--- src/rtl/psp_defines.svh ---
// Purpose: offsets, field positions, reset values and phase codes for the slave port
// Assumes: wishbone byte addresses are four times the register index
// Notes:   definitions only
`ifndef PSP_DEFINES_SVH
`define PSP_DEFINES_SVH

// register indices
`define PSP_IDX_DATA_PORT     8'h08
`define PSP_IDX_CTRL_PORT     8'h09
`define PSP_IDX_IRQ_FLAGS     8'h0c
`define PSP_IDX_CTRL_STATUS   8'h89
`define PSP_IDX_IRQ_ENABLES   8'h8c
`define PSP_IDX_ANALOG_CFG    8'h9f

// slave_port_control_status fields
`define PSP_BIT_IN_FULL       7
`define PSP_BIT_OUT_FULL      6
`define PSP_BIT_OVERRUN       5
`define PSP_BIT_SELECT        4
// irq flag / enable bit
`define PSP_BIT_IRQ           7

// reset values
`define PSP_RST_CTRL_STATUS   8'h07
`define PSP_RST_IRQ_FLAGS     8'h00
`define PSP_RST_IRQ_ENABLES   8'h00
`define PSP_RST_ANALOG_CFG    8'h00

// four-phase instruction clock: codes of phases two and four
`define PSP_PHASE_TWO         2'h1
`define PSP_PHASE_FOUR        2'h3

`endif

--- src/rtl/psp_pkg.sv ---
// Purpose: types shared by the slave port files
// Assumes: nothing
// Notes:   constants live in psp_defines.svh
package psp_pkg;

    typedef enum logic [2:0] {
        PSP_IDLE  = 3'b001,
        PSP_BUSY  = 3'b010,
        PSP_DONE  = 3'b100
    } psp_xfer_e;

    typedef struct packed {
        logic       rd_n;
        logic       wr_n;
        logic       cs_n;
    } psp_strobe_s;

    typedef struct packed {
        logic [7:0] dat;
        logic [7:0] oe_n;
    } psp_data_pins_s;

endpackage

--- src/rtl/psp_top.sv ---
// Purpose: parallel slave port with wishbone register access
// Assumes: clk_i 200 MHz; external strobes asynchronous
// Notes:   rst_i synchronous active high
`timescale 1ns/1ps
`include "psp_defines.svh"
module psp_top
    import psp_pkg::*;
(
    // clock and reset
    input  wire logic        clk_i,
    input  wire logic        rst_i,
    // wishbone slave
    input  wire logic        cyc_i,
    input  wire logic        stb_i,
    input  wire logic        we_i,
    input  wire logic [9:0]  adr_i,
    input  wire logic [3:0]  sel_i,
    input  wire logic [31:0] dat_i,
    output logic      [31:0] dat_o,
    output logic             ack_o,
    // data port pins
    input  wire logic [7:0]  data_pin_i,
    output logic      [7:0]  data_pin_o,
    output logic      [7:0]  data_pin_oe_n_o,
    // control port pins: read, write, select strobes in slave mode
    input  wire logic [2:0]  ctrl_pin_i,
    output logic      [2:0]  ctrl_pin_o,
    output logic      [2:0]  ctrl_pin_oe_n_o,
    // interrupt
    output logic             irq_o
);

    typedef struct packed {
        logic [7:0]  out_latch;
        logic [7:0]  in_latch;
        logic [7:0]  data_dir;
        logic [2:0]  ctrl_latch;
        logic [2:0]  ctrl_dir;
        logic        slave_port_select;
        logic        input_full_flag;
        logic        output_full_flag;
        logic        input_overrun_flag;
        logic [6:0]  irq_flags_lo;
        logic        slave_port_irq_flag;
        logic [7:0]  irq_enables;
        logic [3:0]  analog_config_bits;
        logic [1:0]  phase;
        psp_xfer_e   wr_st;
        psp_xfer_e   rd_st;
        logic        wr_seen_q2;
        logic        rd_seen_q2;
        logic [31:0] dat;
        logic        ack;
        logic [7:0]  pin_o;
        logic [7:0]  pin_oe_n;
        logic [2:0]  cpin_oe_n;
        logic        irq;
    } psp_state_s;

    psp_state_s  cur_ff;
    psp_state_s  nxt_cur;
    logic [7:0]  pin_sync;
    psp_strobe_s stb_sync;

    // low byte of the 32-bit data when sel bit 0 is set, else the old byte
    function automatic logic [7:0] wb_byte(input logic [31:0] d, input logic [3:0] s,
                                           input logic [7:0] old);
        wb_byte = s[0] ? d[7:0] : old;
    endfunction

    // strobe synchroniser
    // pin 0 read, pin 1 write, pin 2 select; struct is {rd_n, wr_n, cs_n}
    psp_sync #(.W(11)) i_psp_sync (
        .clk_i     (clk_i),
        .rst_i     (rst_i),
        .async_i   ({ctrl_pin_i[0], ctrl_pin_i[1], ctrl_pin_i[2], data_pin_i}),
        .rst_val_i (11'h7ff),
        .sync_o    ({stb_sync, pin_sync})
    );

    logic        req;
    logic [7:0]  idx;
    logic        wr_act;
    logic        rd_act;
    logic        ph2;
    logic        ph4;
    logic        port_mode;
    logic        digital;
    logic        irq_set;

    always_comb begin
        req       = cyc_i && stb_i && !cur_ff.ack;
        idx       = adr_i[9:2];
        wr_act    = !stb_sync.cs_n && !stb_sync.wr_n;
        rd_act    = !stb_sync.cs_n && !stb_sync.rd_n;
        ph2       = (cur_ff.phase == `PSP_PHASE_TWO);
        ph4       = (cur_ff.phase == `PSP_PHASE_FOUR);
        // strobes only work when pins are digital inputs
        digital   = (cur_ff.analog_config_bits != 4'h0) && (cur_ff.ctrl_dir == 3'h7);
        port_mode = cur_ff.slave_port_select && digital;
        irq_set   = 1'b0;

        nxt_cur       = cur_ff;
        nxt_cur.phase = cur_ff.phase + 2'h1;
        nxt_cur.ack   = req;
        nxt_cur.dat   = 32'h0;

        // write capture while select and write low
        case (cur_ff.wr_st)
            PSP_IDLE: begin
                if (port_mode && wr_act) begin
                    nxt_cur.wr_st = PSP_BUSY;
                end
            end
            PSP_BUSY: begin
                nxt_cur.in_latch = pin_sync;
                if (!wr_act) begin
                    nxt_cur.wr_st      = PSP_DONE;
                    nxt_cur.wr_seen_q2 = 1'b0;
                end
            end
            PSP_DONE: begin
                if (ph2) begin
                    nxt_cur.wr_seen_q2 = 1'b1;
                end
                // flags on phase four after phase two
                if (ph4 && cur_ff.wr_seen_q2) begin
                    nxt_cur.wr_st               = PSP_IDLE;
                    nxt_cur.slave_port_irq_flag = 1'b1;
                    irq_set                     = 1'b1;
                    if (cur_ff.input_full_flag) begin
                        nxt_cur.input_overrun_flag = 1'b1;
                    end
                    nxt_cur.input_full_flag = 1'b1;
                end
            end
            default: nxt_cur.wr_st = PSP_IDLE;
        endcase

        // read handshake
        case (cur_ff.rd_st)
            PSP_IDLE: begin
                if (port_mode && rd_act) begin
                    nxt_cur.rd_st            = PSP_BUSY;
                    nxt_cur.output_full_flag = 1'b0;
                end
            end
            PSP_BUSY: begin
                if (!rd_act) begin
                    nxt_cur.rd_st      = PSP_DONE;
                    nxt_cur.rd_seen_q2 = 1'b0;
                end
            end
            PSP_DONE: begin
                if (ph2) begin
                    nxt_cur.rd_seen_q2 = 1'b1;
                end
                if (ph4 && cur_ff.rd_seen_q2) begin
                    nxt_cur.rd_st               = PSP_IDLE;
                    nxt_cur.slave_port_irq_flag = 1'b1;
                    irq_set                     = 1'b1;
                end
            end
            default: nxt_cur.rd_st = PSP_IDLE;
        endcase

        // register access; hardware sets above win over clears
        if (req) begin
            case (idx)
                `PSP_IDX_DATA_PORT: begin
                    if (we_i) begin
                        nxt_cur.out_latch = wb_byte(dat_i, sel_i, cur_ff.out_latch);
                        if (sel_i[0] && cur_ff.slave_port_select) begin
                            nxt_cur.output_full_flag = 1'b1;
                        end
                    end else begin
                        nxt_cur.dat[7:0] = cur_ff.slave_port_select ? cur_ff.in_latch
                                                                    : pin_sync;
                        // this read or leaving slave mode clears input full
                        if (!(cur_ff.wr_st == PSP_DONE && ph4 && cur_ff.wr_seen_q2)) begin
                            nxt_cur.input_full_flag = 1'b0;
                        end
                    end
                end
                `PSP_IDX_CTRL_PORT: begin
                    if (we_i && sel_i[0]) begin
                        nxt_cur.ctrl_latch = dat_i[2:0];
                    end
                    nxt_cur.dat[2:0] = digital ? {stb_sync.cs_n, stb_sync.wr_n, stb_sync.rd_n}
                                               : 3'h0;
                end
                `PSP_IDX_IRQ_FLAGS: begin
                    if (we_i && sel_i[0]) begin
                        nxt_cur.irq_flags_lo = dat_i[6:0];
                        // sticky; writing zero clears, a same-cycle set wins
                        nxt_cur.slave_port_irq_flag = dat_i[`PSP_BIT_IRQ] | irq_set;
                    end
                    nxt_cur.dat[7:0] = {cur_ff.slave_port_irq_flag, cur_ff.irq_flags_lo};
                end
                `PSP_IDX_CTRL_STATUS: begin
                    if (we_i && sel_i[0]) begin
                        nxt_cur.slave_port_select = dat_i[`PSP_BIT_SELECT];
                        nxt_cur.ctrl_dir          = dat_i[2:0];
                        // overrun only cleared by firmware writing zero
                        if (!dat_i[`PSP_BIT_OVERRUN]) begin
                            nxt_cur.input_overrun_flag = nxt_cur.input_overrun_flag
                                && (cur_ff.wr_st == PSP_DONE && ph4 && cur_ff.wr_seen_q2
                                    && cur_ff.input_full_flag);
                        end
                    end
                    nxt_cur.dat[7:0] = {cur_ff.input_full_flag, cur_ff.output_full_flag,
                                        cur_ff.input_overrun_flag, cur_ff.slave_port_select,
                                        1'b0, cur_ff.ctrl_dir};
                end
                `PSP_IDX_IRQ_ENABLES: begin
                    if (we_i && sel_i[0]) begin
                        nxt_cur.irq_enables = dat_i[7:0];
                    end
                    nxt_cur.dat[7:0] = cur_ff.irq_enables;
                end
                `PSP_IDX_ANALOG_CFG: begin
                    if (we_i && sel_i[0]) begin
                        nxt_cur.analog_config_bits = dat_i[3:0];
                    end
                    nxt_cur.dat[3:0] = cur_ff.analog_config_bits;
                end
                // data direction kept at index 0x88, used for the pins outside port mode
                8'h88: begin
                    if (we_i && sel_i[0]) begin
                        nxt_cur.data_dir = dat_i[7:0];
                    end
                    nxt_cur.dat[7:0] = cur_ff.data_dir;
                end
                default: nxt_cur.dat = 32'h0;
            endcase
        end

        // full flags held clear outside slave mode
        if (!cur_ff.slave_port_select) begin
            nxt_cur.input_full_flag  = 1'b0;
            nxt_cur.output_full_flag = 1'b0;
            nxt_cur.wr_st            = PSP_IDLE;
            nxt_cur.rd_st            = PSP_IDLE;
        end

        // in port mode drive pins only during selected read; otherwise data_dir sets the drive
        if (port_mode) begin
            nxt_cur.pin_o    = nxt_cur.out_latch;
            nxt_cur.pin_oe_n = rd_act ? 8'h00 : 8'hff;
        end else begin
            nxt_cur.pin_o    = nxt_cur.out_latch;
            nxt_cur.pin_oe_n = nxt_cur.data_dir;
        end
        // control pins inputs in slave mode
        nxt_cur.cpin_oe_n = nxt_cur.slave_port_select ? 3'h7 : nxt_cur.ctrl_dir;

        nxt_cur.irq = (nxt_cur.slave_port_irq_flag && nxt_cur.irq_enables[`PSP_BIT_IRQ])
                    || |(nxt_cur.irq_flags_lo & nxt_cur.irq_enables[6:0]);
    end

    always_ff @(posedge clk_i) begin
        if (rst_i) begin
            cur_ff                     <= '0;
            cur_ff.data_dir            <= 8'hff;
            cur_ff.ctrl_dir            <= 3'(`PSP_RST_CTRL_STATUS);
            cur_ff.irq_enables         <= `PSP_RST_IRQ_ENABLES;
            cur_ff.analog_config_bits  <= 4'h0;
            cur_ff.wr_st               <= PSP_IDLE;
            cur_ff.rd_st               <= PSP_IDLE;
            cur_ff.pin_oe_n            <= 8'hff;
            cur_ff.cpin_oe_n           <= 3'h7;
        end else begin
            cur_ff <= nxt_cur;
        end
    end

    assign dat_o           = cur_ff.dat;
    assign ack_o           = cur_ff.ack;
    assign data_pin_o      = cur_ff.pin_o;
    assign data_pin_oe_n_o = cur_ff.pin_oe_n;
    assign ctrl_pin_o      = cur_ff.ctrl_latch;
    assign ctrl_pin_oe_n_o = cur_ff.cpin_oe_n;
    assign irq_o           = cur_ff.irq;

endmodule

--- src/rtl/psp_sync.sv ---
// Purpose: two-stage synchroniser for a group of pin inputs
// Assumes: inputs are asynchronous to clk_i
// Notes:   stage one feeds stage two only
`timescale 1ns/1ps
module psp_sync #(
    parameter int W = 3
) (
    // clock and reset
    input  wire logic         clk_i,
    input  wire logic         rst_i,
    // pins in, synchronised out
    input  wire logic [W-1:0] async_i,
    input  wire logic [W-1:0] rst_val_i,
    output logic      [W-1:0] sync_o
);
    logic [W-1:0] meta_ff;

    always_ff @(posedge clk_i) begin
        if (rst_i) begin
            meta_ff <= rst_val_i;
            sync_o  <= rst_val_i;
        end else begin
            meta_ff <= async_i;
            sync_o  <= meta_ff;
        end
    end
endmodule

--- config.mk ---
export PLATFORM = sky130hd
export DESIGN_NAME = psp_top
export DESIGN_NICKNAME = d
export VERILOG_FILES = /design/src/rtl/psp_pkg.sv /design/src/rtl/psp_top.sv /design/src/rtl/psp_sync.sv
export VERILOG_INCLUDE_DIRS = /design/src /design/src/rtl
export SDC_FILE = /design/constraint.sdc
export NUM_CORES = 1
export LEC_CHECK = 0
export BUFFER_PORTS_ARGS = -buffer_cell sky130_fd_sc_hd__buf_4
export CAP_MARGIN = 5
export CORE_UTILIZATION = 45
export CTS_CLUSTER_SIZE = 25
export DETAILED_ROUTE_END_ITERATION = 8
export HOLD_SLACK_MARGIN = 0.02
export MAX_ROUTING_LAYER = met4
export PLACE_DENSITY = 0.69
export SETUP_SLACK_MARGIN = 0.5
export SLEW_MARGIN = 20
export SYNTH_ARGS = -nofsm -noshare
export SYNTH_HDL_FRONTEND = slang
export SYNTH_SLANG_ARGS = --single-unit
--- constraint.sdc ---
create_clock -name clk_i -period 2.1 [get_ports clk_i]
set_input_delay 0.105 -clock clk_i [delete_from_list [all_inputs] [get_ports clk_i]]
set_output_delay 0.105 -clock clk_i [all_outputs]
set_load 0.05 [all_outputs]
==> impl_metrics.toml <==
[outcome]
status = "finished clean"

[timing]
slew_violations = 0
fin_worst_skew_ps = 15.67
finalSetupViolations = 0
hold_viol = 0
finalSetupTns_ps = 0
period_minus_slack_ps = 2028
grt_setup_unrepaired = "yes"
finalCritPeriodShare_pct = 96.58
fmax_mhz = 493.0

[logic_synthesis]
synthDistinctLibCells = 51
ys_seq_elements = 107
yosysWarnings = 0
ys_seq_area_share_pct = 46.08
synth-edff-count = 0
synthesis.area_sq_mm = 0.004648
ys.flop_type = "dfxtp_1"
syn_inst = 506
synth.avg_cell_area_sq_um = 9.186
ys_async_sr_fraction_pct = 0

[finish]
final_area_sq_mm = 0.005948
nFillCells = 848
final_cells = 733
area_growth_pct = 27.97
finalNetCount = 659
drive_gt1_share_pct = 32.83
final_common_cell = "buf_4"
antenna_cells = 0
layout_common_cells = "buf_4, dfxtp_1, nand2_1, nor2_1, mux2i_1"

[die]
initial_core_util_pct = 46.91
placementRows = 36
die_y_microns = 103.6
die_area_sq_mm = 0.01074
core_region_area_sq_mm = 0.009910
ios = 118
die_x_microns = 103.6

[placement]
postPlaceCellArea_sq_mm = 0.005226
gp_congestion = 0.9089
hpwl_microns = 7839
placedCellCount = 686
io_buffers = 64

[flow_run]
max-cap-violations = 0

[cts]
cts_sinks = 107
root_buffer = "clkbuf_8"
path_clk_slew_ps = 110
cts-htree-levels = 3
tritoncts = "built"
numCtsBuffers = 9
cts_buffer_depth = 2
worstSkewPairLatency_ps = 390

[global_route]
track_usage_pct = 21.64
grt_pass1_vias = 3486
grt_overflow = 0
grt_pass1_wl_microns = 17690
grt_max_degree = 36
antenna_found_initial = 0

[route]
drcViolationCount = 0
routed-via-count = 3763
vias_per_cell = 5.134
wl_microns = 11190
drt_pass1_iterations = 7
wl_per_cell_microns = 15.27
drt_iter0_drc = 216
ant_nets = 0

[worst_setup_path]
cp_max_fo = 8
cp-end-kind = "flip-flop"
required_ps = 2380
cp-start-kind = "flip-flop"
arrival_ps = 2310
crit_type = "reg -> reg"

[power]
p_per_area_mw_per_mm2 = 596.2
peakVddDrop_mv = 0.3397
finalPower_mw = 3.546
p_leak_nw = 2.307

[worst_hold_path]
min_path_type = "in -> reg"
==> synthesized netlist by cell type, drive strengths merged (3+ instances only) <==
cell type / instances / area [sq um]
o211ai: 5 / 37.54
nor2b: 3 / 18.77
o21ai: 15 / 75.07
mux2i: 45 / 450.4
a222oi: 3 / 30.03
buf: 58 / 431.7
and3: 3 / 18.77
o22ai: 4 / 25.02
a21oi: 14 / 70.07
a22oi: 11 / 82.58
or2: 23 / 143.9
o21a: 4 / 30.03
nand3: 8 / 40.04
nand2b: 3 / 18.77
a21o: 8 / 60.06
dfxtp: 107 / 2142
nor2: 48 / 180.2
nor3: 17 / 85.08
nor3b: 3 / 22.52
inv: 7 / 26.28
clkbuf: 22 / 83.83
and2: 6 / 37.54
nand2: 57 / 214.0
nor4: 5 / 76.32
==> through the flow <==
stage	utilization, %	hold slack, ps	setup WS, ps
after detailed placement	52.74	291.1	-156.0
final	60.03	44.81	71.72
after global routing	60.03	47.90	17.55
after CTS	58.01	21.57	186.3
after global placement	52.74	289.0	-103.3
after floorplan	-	208.2	-156.2
==> cells by family after synthesis <==
logic type	synth area share [%]
flip-flops	46.08
AO/OA/AOI/OAI	10.88
multiplexers	9.690
AND/OR/NAND/NOR	21.08
adder cells (fa/ha/maj)	0.5383
other	0.08068
buffers and inverters	11.66
==> metal layers <==
layer	global-route usage, %	part of all wire (%)	vias to the layer above
met3	3.461	5.6	15
met4	8.696	1.8	0
li1	-	-	1839
met2	36.19	50	136
met5	-	0	-
met1	25.99	43	1773
==> worst max-delay path: stages (launching register included) <==
cell	delay, ps
dfxtp_4	360
nand3b_4	200
buf_4	170
nor4_4	190
buf_12	180
mux2i_1	280
o22ai_2	130
o41a_1	420
==> path summary, 6_finish.rpt <==
check,cells past startpoint,from,endpoint,slack (ps)
hold / removal,3,dat_i[5],cur_ff[98],40
setup / recovery,7,ack_o,irq_o,70
setup reg to reg,7,ack_o,irq_o,70
hold reg to reg,1,i_psp_sync.meta_ff[9],i_psp_sync.sync_o[9],420
==> cell type report <==
type	count	area (sq um)	share of cell area [%]
clock inverter	6	50.05	0.8414
timing repair buffer	135	1110	18.66
tap	133	166.4	2.798
inverter	7	26.28	0.4417
multi-input combinational	335	2322	39.04
clock buffer	10	127.6	2.146
sequential	107	2146	36.07
==> flip-flops by register name, indices dropped and copies added (netlist names) <==
signal and cells:
ack_o 1, i_psp_sync.meta_ff 11, ctrl_pin_oe_n_o 3, dat_o 8, i_psp_sync.sync_o 11, data_pin_oe_n_o 8
ctrl_pin_o 3, data_pin_o 8, cur_ff 53, irq_o 1
==> power by group <==
part	switching [mW]	internal, mW	leakage [nW]	total, mW
Clock	0.722	0.446	0.0888	1.17
Sequential	0.0111	2.05	0.869	2.06
Combinational	0.210	0.106	1.35	0.315
==> what timing repair did <==
item,in CTS,in global routing
pin swaps,5,3
endpoints found under the hold margin,13,0
endpoints found under the setup margin,39,55
cloned,1,0
buffers inserted,11,6
resized for setup,30,25
hold buffers,13,0
(Power assumes the default switching activity.)
